===== src/hdl/ccp_unit_pkg.sv =====
package ccp_unit_pkg;

    // Register byte offsets on the APB
    localparam logic [7:0] CTRL_OFFSET      = 8'h00;
    localparam logic [7:0] VALUE_LOW_OFFSET = 8'h04;
    localparam logic [7:0] VALUE_HI_OFFSET  = 8'h08;
    localparam logic [7:0] EVENT_OFFSET     = 8'h0c;
    localparam logic [7:0] PERIOD_OFFSET    = 8'h10;
    localparam logic [7:0] TIMER_TWO_OFFSET = 8'h14;

    // Control and event register field positions
    localparam int MODE_LSB    = 0;
    localparam int MODE_MSB    = 3;
    localparam int DUTY_LO_LSB = 4;
    localparam int DUTY_LO_MSB = 5;
    localparam int EVENT_BIT   = 0;

    // Reset values
    localparam logic [5:0] CTRL_RESET   = 6'h00;
    localparam logic [7:0] VALUE_RESET  = 8'h00;
    localparam logic [7:0] PERIOD_RESET = 8'h00;

    // Capture prescale terminal counts
    localparam logic [3:0] PRESCALE_FOURTH    = 4'h3;
    localparam logic [3:0] PRESCALE_SIXTEENTH = 4'hf;

    // Last quarter count before each second-timer increment
    localparam logic [1:0] QUARTER_LAST = 2'h3;

    typedef enum logic [3:0] {
        MODE_OFF       = 4'b0000,
        MODE_RES1      = 4'b0001,
        MODE_RES2      = 4'b0010,
        MODE_RES3      = 4'b0011,
        MODE_CAP_FALL  = 4'b0100,
        MODE_CAP_RISE  = 4'b0101,
        MODE_CAP_4TH   = 4'b0110,
        MODE_CAP_16TH  = 4'b0111,
        MODE_CMP_SET   = 4'b1000,
        MODE_CMP_CLEAR = 4'b1001,
        MODE_CMP_SWINT = 4'b1010,
        MODE_CMP_SPEC  = 4'b1011
    } mode_e;

endpackage


===== src/hdl/capture_compare_pwm_unit.sv =====
// Contract
// - Mode zero turns module off, resets state
// - Modes one to three enable nothing
// - Capture modes select edge and prescale
// - Mode 1000 sets output, flags on match
// - Mode 1001 clears output, flags on match
// - Mode 1010 flags only, pin untouched
// - Mode 1011 flags, clears timer, starts ADC if enabled
// - Modes 11xx are PWM, duty from two places
// - Control bits 7-6 read zero
// - Capture copies full first timer count
// - Captures set sticky flag, software clears
// - Newer capture overwrites older value
// - Edge detector sees pin even when driven
// - Prescaler cleared when off or not capturing
// - Prescale change keeps counter; software zeroes first
// - Capture/compare use first timer, PWM second
// - Compare value pair against first timer
// - Writing zero forces compare latch low
// - Period end clears timer, sets pin unless new duty is zero, latches duty
// - Pin clears on duty match; high read-only
//
// Implementation choices: the register addresses and the APB register port.
`timescale 1ns/100ps
`default_nettype none

module capture_compare_pwm_unit
    import ccp_unit_pkg::*;
(
    input  wire logic        core_clk,        // System clock, 125 MHz
    input  wire logic        rst,             // Async reset, active high
    input  wire logic        psel,            // APB select
    input  wire logic        penable,         // APB access phase
    input  wire logic        pwrite,          // APB direction
    input  wire logic [7:0]  paddr,           // APB byte address
    input  wire logic [31:0] pwdata,          // APB write data
    output logic      [31:0] prdata,          // APB read data
    output logic             pready,          // APB ready
    output logic             pslverr,         // APB error, unmapped address
    input  wire logic [15:0] firstTimerCount, // First timer count
    input  wire logic        adcEnable,       // Converter enabled
    output logic             firstTimerClear, // Pulse, reset first timer
    output logic             adcStart,        // Pulse, start a conversion
    input  wire logic        modulePinIn,     // Pin level, asynchronous
    output logic             modulePinOut,    // Pin drive value
    output logic             modulePinOeN,    // Pin enable, low drives
    output logic             moduleEventFlag  // Sticky event flag
);

    typedef struct packed {
        logic [5:0]  ctrl;
        logic [7:0]  valueLow;
        logic [7:0]  valueHigh;
        logic [7:0]  period;
        logic [7:0]  timerTwo;
        logic [1:0]  quarter;
        logic [1:0]  dutyLatchLo;
        logic [3:0]  prescale;
        logic        flag;
        logic        cmpLatch;
        logic        pwmPin;
        logic        matchPrev;
        logic        pinPrev;
        logic        timerClr;
        logic        adcGo;
        logic        pinDrive;
        logic        pinOeN;
        logic        ready;
        logic        slvErr;
        logic [31:0] rdata;
    } state_s;

    state_s st_r;
    state_s st_nxt;

    logic       pinLevel;
    logic [3:0] mode;
    logic       capMode;
    logic       cmpMode;
    logic       pwmMode;
    logic       pinRise;
    logic       pinFall;
    logic       captureEvent;
    logic       match;
    logic       matchRise;
    logic       access;
    logic       wrCtrl;
    logic       clrEvent;
    logic       pwmWrap;
    logic [9:0] pwmBase;
    logic [9:0] dutyLatched;
    logic       mapped;

    // Pin seen regardless of direction
    pin_sync u_pin_sync (
        .core_clk (core_clk),
        .rst      (rst),
        .pinAsync (modulePinIn),
        .pinLevel (pinLevel)
    );

    assign mode    = st_r.ctrl[MODE_MSB:MODE_LSB];
    // Reserved codes fall in none of the three groups
    assign capMode = (mode[3:2] == 2'b01);
    assign cmpMode = (mode[3:2] == 2'b10);
    assign pwmMode = (mode[3:2] == 2'b11);

    assign pinRise = pinLevel & ~st_r.pinPrev;
    assign pinFall = ~pinLevel & st_r.pinPrev;

    always_comb begin
        captureEvent = 1'b0;
        case (mode)
            MODE_CAP_FALL: captureEvent = pinFall;
            MODE_CAP_RISE: captureEvent = pinRise;
            MODE_CAP_4TH:  captureEvent = pinRise && (st_r.prescale == PRESCALE_FOURTH);
            MODE_CAP_16TH: captureEvent = pinRise && (st_r.prescale == PRESCALE_SIXTEENTH);
            default:       captureEvent = 1'b0;
        endcase
    end

    // Equality against first timer, acted on once per match
    assign match     = cmpMode && (firstTimerCount == {st_r.valueHigh, st_r.valueLow});
    assign matchRise = match && !st_r.matchPrev;

    assign pwmBase     = {st_r.timerTwo, st_r.quarter};
    assign dutyLatched = {st_r.valueHigh, st_r.dutyLatchLo};
    assign pwmWrap     = pwmMode && (st_r.quarter == QUARTER_LAST) && (st_r.timerTwo == st_r.period);

    assign access   = psel && penable && st_r.ready;
    assign wrCtrl   = access && pwrite && (paddr == CTRL_OFFSET);
    assign clrEvent = access && pwrite && (paddr == EVENT_OFFSET) && pwdata[EVENT_BIT];
    assign mapped   = (paddr == CTRL_OFFSET) || (paddr == VALUE_LOW_OFFSET)
                   || (paddr == VALUE_HI_OFFSET) || (paddr == EVENT_OFFSET)
                   || (paddr == PERIOD_OFFSET) || (paddr == TIMER_TWO_OFFSET);

    always_comb begin
        st_nxt = st_r;
        st_nxt.pinPrev   = pinLevel;
        st_nxt.matchPrev = match;
        st_nxt.timerClr  = 1'b0;
        st_nxt.adcGo     = 1'b0;

        // Register writes
        if (access && pwrite) begin
            case (paddr)
                CTRL_OFFSET:      st_nxt.ctrl = pwdata[5:0];
                VALUE_LOW_OFFSET: st_nxt.valueLow = pwdata[7:0];
                VALUE_HI_OFFSET: begin
                    if (!pwmMode) begin
                        st_nxt.valueHigh = pwdata[7:0];
                    end
                end
                PERIOD_OFFSET:    st_nxt.period = pwdata[7:0];
                default:          st_nxt.period = st_r.period;
            endcase
        end

        // Prescale counts rising edges only while capturing
        if (!capMode) begin
            st_nxt.prescale = 4'h0;
        end else if (pinRise) begin
            // Prescale switch keeps the count on purpose
            if (mode == MODE_CAP_4TH && st_r.prescale == PRESCALE_FOURTH) begin
                st_nxt.prescale = 4'h0;
            end else begin
                st_nxt.prescale = 4'(st_r.prescale + 4'h1);
            end
        end

        // Newest capture always wins
        if (capMode && captureEvent) begin
            st_nxt.valueHigh = firstTimerCount[15:8];
            st_nxt.valueLow  = firstTimerCount[7:0];
        end

        if (matchRise) begin
            case (mode)
                MODE_CMP_SET:   st_nxt.cmpLatch = 1'b1;
                MODE_CMP_CLEAR: st_nxt.cmpLatch = 1'b0;
                MODE_CMP_SPEC: begin
                    st_nxt.timerClr = 1'b1;
                    st_nxt.adcGo    = adcEnable;
                end
                default:        st_nxt.cmpLatch = st_r.cmpLatch;
            endcase
        end

        // Second timer and PWM output
        if (!pwmMode) begin
            st_nxt.timerTwo    = 8'h00;
            st_nxt.quarter     = 2'h0;
            st_nxt.pwmPin      = 1'b0;
            st_nxt.dutyLatchLo = 2'h0;
        end else if (pwmWrap) begin
            st_nxt.timerTwo    = 8'h00;
            st_nxt.quarter     = 2'h0;
            st_nxt.valueHigh   = st_r.valueLow;
            st_nxt.dutyLatchLo = st_r.ctrl[DUTY_LO_MSB:DUTY_LO_LSB];
            st_nxt.pwmPin      = ({st_r.valueLow, st_r.ctrl[DUTY_LO_MSB:DUTY_LO_LSB]} != 10'h000);
        end else begin
            {st_nxt.timerTwo, st_nxt.quarter} = 10'(pwmBase + 10'h001);
            // Pin is registered, so match the base being stepped to
            if (10'(pwmBase + 10'h001) == dutyLatched) begin
                st_nxt.pwmPin = 1'b0;
            end
        end

        // Off clears the compare latch and match history
        if (mode == MODE_OFF) begin
            st_nxt.cmpLatch  = 1'b0;
            st_nxt.matchPrev = 1'b0;
        end
        if (wrCtrl && pwdata[5:0] == CTRL_RESET) begin
            st_nxt.cmpLatch = 1'b0;
        end

        // Set beats a same-cycle clear
        if ((capMode && captureEvent) || matchRise) begin
            st_nxt.flag = 1'b1;
        end else if (clrEvent) begin
            st_nxt.flag = 1'b0;
        end

        // Pin released unless a driving mode is active
        st_nxt.pinOeN   = !(pwmMode || mode == MODE_CMP_SET || mode == MODE_CMP_CLEAR);
        st_nxt.pinDrive = pwmMode ? st_nxt.pwmPin : st_nxt.cmpLatch;

        // APB: one wait state, answer from a flop
        st_nxt.ready  = psel && penable && !st_r.ready;
        st_nxt.slvErr = 1'b0;
        st_nxt.rdata  = 32'h0000_0000;
        if (psel && penable && !st_r.ready) begin
            st_nxt.slvErr = !mapped;
            case (paddr)
                CTRL_OFFSET:      st_nxt.rdata = {26'h0, st_r.ctrl};
                VALUE_LOW_OFFSET: st_nxt.rdata = {24'h0, st_r.valueLow};
                VALUE_HI_OFFSET:  st_nxt.rdata = {24'h0, st_r.valueHigh};
                EVENT_OFFSET:     st_nxt.rdata = {31'h0, st_r.flag};
                PERIOD_OFFSET:    st_nxt.rdata = {24'h0, st_r.period};
                TIMER_TWO_OFFSET: st_nxt.rdata = {24'h0, st_r.timerTwo};
                default:          st_nxt.rdata = 32'h0000_0000;
            endcase
        end
    end

    always_ff @(posedge core_clk or posedge rst) begin
        if (rst) begin
            st_r           <= '0;
            st_r.ctrl      <= CTRL_RESET;
            st_r.valueLow  <= VALUE_RESET;
            st_r.valueHigh <= VALUE_RESET;
            st_r.period    <= PERIOD_RESET;
            st_r.pinOeN    <= 1'b1;
        end else begin
            st_r <= st_nxt;
        end
    end

    assign prdata          = st_r.rdata;
    assign pready          = st_r.ready;
    assign pslverr         = st_r.slvErr;
    assign firstTimerClear = st_r.timerClr;
    assign adcStart        = st_r.adcGo;
    assign modulePinOut    = st_r.pinDrive;
    assign modulePinOeN    = st_r.pinOeN;
    assign moduleEventFlag = st_r.flag;

    off_state_a: assert property (@(posedge core_clk) disable iff (rst)
        (mode == MODE_OFF) |=> (!st_r.cmpLatch && st_r.prescale == 4'h0 && modulePinOeN))
        else $error("Module not reset while off");

    reserved_quiet_a: assert property (@(posedge core_clk) disable iff (rst)
        (mode != MODE_OFF && mode[3:2] == 2'b00) |=> modulePinOeN)
        else $error("Reserved mode drives pin");

    capture_copy_a: assert property (@(posedge core_clk) disable iff (rst)
        (capMode && captureEvent)
        |=> ({st_r.valueHigh, st_r.valueLow} == $past(firstTimerCount) && moduleEventFlag))
        else $error("Capture did not copy timer");

    fourth_edge_a: assert property (@(posedge core_clk) disable iff (rst)
        (mode == MODE_CAP_4TH && captureEvent) |-> (pinRise && st_r.prescale == 4'h3))
        else $error("Quarter prescale wrong");

    set_match_a: assert property (@(posedge core_clk) disable iff (rst)
        (mode == MODE_CMP_SET && matchRise) |=> ##1 (modulePinOut && !modulePinOeN))
        else $error("Match did not set output");

    clear_match_a: assert property (@(posedge core_clk) disable iff (rst)
        (mode == MODE_CMP_CLEAR && matchRise && !wrCtrl) |=> (!st_r.cmpLatch && moduleEventFlag))
        else $error("Match did not clear output");

    swint_pin_a: assert property (@(posedge core_clk) disable iff (rst)
        (mode == MODE_CMP_SWINT) |=> modulePinOeN)
        else $error("Software interrupt mode drives pin");

    special_event_a: assert property (@(posedge core_clk) disable iff (rst)
        (mode == MODE_CMP_SPEC && matchRise)
        |=> (firstTimerClear && moduleEventFlag && adcStart == $past(adcEnable)))
        else $error("Special event incomplete");

    ctrl_high_a: assert property (@(posedge core_clk) disable iff (rst)
        (pready && paddr == CTRL_OFFSET && !pwrite) |-> (prdata[31:6] == 26'h0))
        else $error("Control upper bits not zero");

    flag_sticky_a: assert property (@(posedge core_clk) disable iff (rst)
        (moduleEventFlag && !clrEvent) |=> moduleEventFlag)
        else $error("Flag cleared by hardware");

    prescale_idle_a: assert property (@(posedge core_clk) disable iff (rst)
        !capMode |=> (st_r.prescale == 4'h0))
        else $error("Prescaler not cleared");

    pwm_wrap_a: assert property (@(posedge core_clk) disable iff (rst)
        pwmWrap |=> (st_r.timerTwo == 8'h00 && st_r.valueHigh == $past(st_r.valueLow)))
        else $error("Period end handling wrong");

endmodule

`default_nettype wire


===== src/hdl/pin_sync.sv =====
`timescale 1ns/100ps
`default_nettype none

module pin_sync (
    input  wire logic core_clk, // System clock
    input  wire logic rst,      // Async reset, active high
    input  wire logic pinAsync, // Raw pin level
    output logic      pinLevel  // Filtered, synchronised level
);

    logic [2:0] stage_r;
    logic       level_r;

    // First stage feeds only the second
    always_ff @(posedge core_clk or posedge rst) begin
        if (rst) begin
            stage_r <= 3'h0;
            level_r <= 1'b0;
        end else begin
            stage_r <= {stage_r[1:0], pinAsync};
            if (stage_r[1] == stage_r[2]) begin
                level_r <= stage_r[2];
            end
        end
    end

    assign pinLevel = level_r;

endmodule

`default_nettype wire


===== config.mk =====
export PLATFORM = sky130hd
export DESIGN_NAME = capture_compare_pwm_unit
export DESIGN_NICKNAME = d
export VERILOG_FILES = /design/src/hdl/ccp_unit_pkg.sv /design/src/hdl/capture_compare_pwm_unit.sv /design/src/hdl/pin_sync.sv
export SDC_FILE = /design/constraint.sdc
export NUM_CORES = 1
export LEC_CHECK = 0
export ABC_AREA = 1
export BUFFER_PORTS_ARGS = -buffer_cell sky130_fd_sc_hd__clkbuf_2
export CORE_UTILIZATION = 54
export DETAILED_ROUTE_END_ITERATION = 12
export PLACE_DENSITY_LB_ADDON = 0.05
export SETUP_SLACK_MARGIN = 0.15
export SLEW_MARGIN = 5
export SYNTH_ARGS = -nofsm -noshare
export SYNTH_HDL_FRONTEND = slang
export SYNTH_SLANG_ARGS = --single-unit

===== constraint.sdc =====
create_clock -name core_clk -period 2 [get_ports core_clk]
set_input_delay 0 -clock core_clk [delete_from_list [all_inputs] [get_ports core_clk]]
set_output_delay 0 -clock core_clk [all_outputs]
set_load 0.03 [all_outputs]

==> metrics.txt <==
routed wire length 12.0 mm; Slew headroom 57.8%; Min-Delay Path Class input port to flip-flop; max-slew violations 0; CTS Root Cell clkbuf_8; # rows 32; clk sinks 69; Overall Global Routing Usage 29.9%; Flop pwr share 39.5%; gr ovfl total 0; CTS tree built; final setup fails 0; CP Capture Type flip-flop; Slew @ Worst Pin 0.631 ns; critical path launch point type flip-flop; Iteration-0 DRC Markers 362; routed wl met3 879 µm; Final Skew 0.0123 ns; status completed; most common library cells after synthesis 170 x nand2_1, 81 x inv_1, 68 x dfrtp_1, 54 x nand3_1, 41 x nor2_1; H-tree Lvls 3; Seq cells post-synth 69; Fillers 707; max layer used met4; via/cell ratio 5.22; Post-Syn Area per Cell 7.33 µm²; post-synth top area share 39.8%; CTS Buf Count 9; gpl congestion 0.934; met1 wire length 5.33 mm; routed wl met2 5.61 mm; setup TNS 0 ns; distinct cell type count after synthesis 43; count leader, synth nand2_1; layout cells sized above 1 18.1%; post-synthesis instance area 4280 µm²; total I/O pin count 102; WL/cell 15.5 µm; Max-Cap Viols 0; Worst-Skew Late Latency 0.36 ns; Area growth syn-to-layout 20.7%; final hold vios 0; Initial Util 55.6%; first-pass GRT wire length 18.8 mm; die area 8280 µm²; Residual DRC 0; pwr/cell area 873 nW/µm²; yosys warns 0; number of port buffers 53; leakage power 2.78 nW; die span in x 91.0 µm; Tmin final 1.80 ns; Logic pwr share 30.8%; CP Max Fanout 5; Int Pwr 0.00285 W; VDD IR max 662 µV; RSZ-0062 raised after global routing yes; initial antenna violation count 0; Max stage delay on crit path 0.40 ns; P_sw 0.00166 W; FFs w/ async S/R, synth 100%; Crit Path Category flip-flop to flip-flop; DR vias 4,050; post-route ant nets 0; Crit-path slowest cell dfrtp_1; nets 734; Peak Freq 0.555 GHz; clk slew on worst S/H paths 0.09 ns; Critical Path Most Common Cell nand2_1; vias in the first global route 3,785; largest net degree at the start of global routing 30; Net Sw Frac 36.8%; Die Ht 91.0 µm; Clk network pwr share 29.7%; CP cell instances buf_4, nand3_2, nor2_4, nand2_2, nand2_1, nand2_1, nand2_1, nand2_1, nor2_1, nand3_1, a21oi_2, nand2_1; Max Root-Sink Buffers 2; Area contributors post-synth dfrtp_1 40%, nand2_1 15%, inv_1 7.1%; Syn Inst Count 583; Synth area leader dfrtp_1; Most used DFF post-synth dfrtp_1; Worst EP arrival 2.05 ns; Final Cycle Share 90.1%; post-place setup slack 0.0775 ns; Seq/Total Area, Yosys 40.4%; Post-synth EDFFs 0; DRT Pass-1 Iters 5; DPL Wire Length 8.85 mm; fin worst setup slack 0.197 ns; Crit path required time 2.25 ns; Diodes inserted 0; core footprint 7690 µm²
[metrics by stage]
| stage | hold WS (ns) | power (W) | std cells | utilization [%] | instance area (µm²) |
|---|---|---|---|---|---|
| after global placement | 0.109 | 0.00303 | 732 | 59.4 | 4570 |
| after CTS | 0.00380 | 0.00444 | 774 | 65.9 | 5070 |
| final | 0.0141 | 0.00451 | 776 | 67.1 | 5160 |
| after detailed placement | 0.106 | 0.00306 | 732 | 59.4 | 4570 |
| after floorplan | 0.0314 | 0.00270 | 606 | - | 4360 |
| after global routing | 0.00766 | 0.00474 | 776 | 67.1 | 5160 |
[power groups by stage]
| stage | clock network [W] | registers [W] | logic (W) |
|---|---|---|---|
| after floorplan | 0 | 0.00174 | 0.000962 |
| after global placement | 0 | 0.00179 | 0.00124 |
| after detailed placement | 0 | 0.00179 | 0.00128 |
| after CTS | 0.00134 | 0.00176 | 0.00134 |
| after global routing | 0.00141 | 0.00180 | 0.00154 |
| final | 0.00134 | 0.00178 | 0.00139 |
[worst max-delay path, delay by kind of cell, from the launching register on]
family | cells | cell delay, ns
and+or+nand+nor | 10 | 0.96
buffers and inverters | 1 | 0.15
AOI/OAI and AO/OA | 1 | 0.19
DFF | 1 | 0.40
[path summary, 6_finish.rpt]
check | slack, ns | startpoint | cells after the start | end
worst max-delay path | 0.20 | pwmBase[0] | 12 | modulePinOut
worst min-delay path | 0.01 | pwdata[6] | 3 | st_r[65]
worst max register to register | 0.20 | pwmBase[0] | 12 | modulePinOut
worst min register to register | 0.35 | u_pin_sync.stage_r[0] | 0 | u_pin_sync.stage_r[1]
max in group asynchronous | 1.11 | rst | 4 | st_r[81]
min in group asynchronous | 0.26 | rst | 3 | st_r[43]
[cell usage in the layout, fill, tap and decap left out, types with 2 or more instances in the layout]
cell,n
xor2_1,8
or2_2,2
bufinv_16,2
nand2_4,2
a21oi_2,2
dlygate4sd3_1,26
xnor2_1,7
nor3_2,2
buf_4,11
nand2_1,166
o21ai_1,4
nor4_1,4
clkbuf_2,53
o21ai_0,24
a21oi_1,8
clkbuf_8,10
inv_1,79
nor3_1,5
inv_6,2
clkinv_4,2
inv_2,4
o22ai_1,12
o21ai_2,5
nor2_1,41
conb_1,24
buf_12,2
nand2_2,6
nor2_4,4
mux2_2,3
nand4_1,11
a211oi_1,4
nand3_1,54
dfrtp_2,2
dfrtp_1,66
[sequential cells by signal, indices dropped and copies added, names as in the netlist, 3 cells and up]
signal              cells
dutyLatched            10
prdata                  8
st_r                   26
pwmBase                10
mode                    4
u_pin_sync.stage_r      3
[cell families (layout without fill, tap and decap cells)]
family | count (synthesis) | count (layout) | share of synthesized area [%]
and+or+nand+nor | 302 | 302 | 30.9
buffers and inverters | 125 | 193 | 14.4
DFF | 69 | 69 | 40.4
AOI/OAI and AO/OA | 64 | 64 | 8.98
xor gates and xnor gates | 16 | 16 | 3.60
adders and majority gates | 3 | 3 | 0.819
muxes | 3 | 3 | 0.790
other | 1 | 24 | 0.0877
[cell type report]
class / instances / area [µm²] / share of cell area [%]
multi-input combinational: 412 / 2080 / 40.2
sequential: 69 / 1730 / 33.5
timing repair buffer: 93 / 673 / 13.0
inverter: 84 / 320 / 6.21
clock buffer: 10 / 138 / 2.67
tap: 102 / 128 / 2.47
clock inverter: 6 / 93.8 / 1.82
[per-layer routing]
metal / vias up / global-route usage (%)
met4: 0 / 10.3
met3: 22 / 4.94
met1: 1863 / 41.0
met5: - / 0
li1: 1977 / -
met2: 188 / 48.0
[what timing repair did]
action / in CTS / in global routing
buffers inserted: 0 / 1
resized for setup: 2 / 19
pin swaps: 1 / 3
setup endpoints to repair: 2 / 19
gates cloned: 0 / 1
hold buffers: 26 / 0
endpoints found under the hold margin: 52 / 0
(Power assumes the default switching activity.)
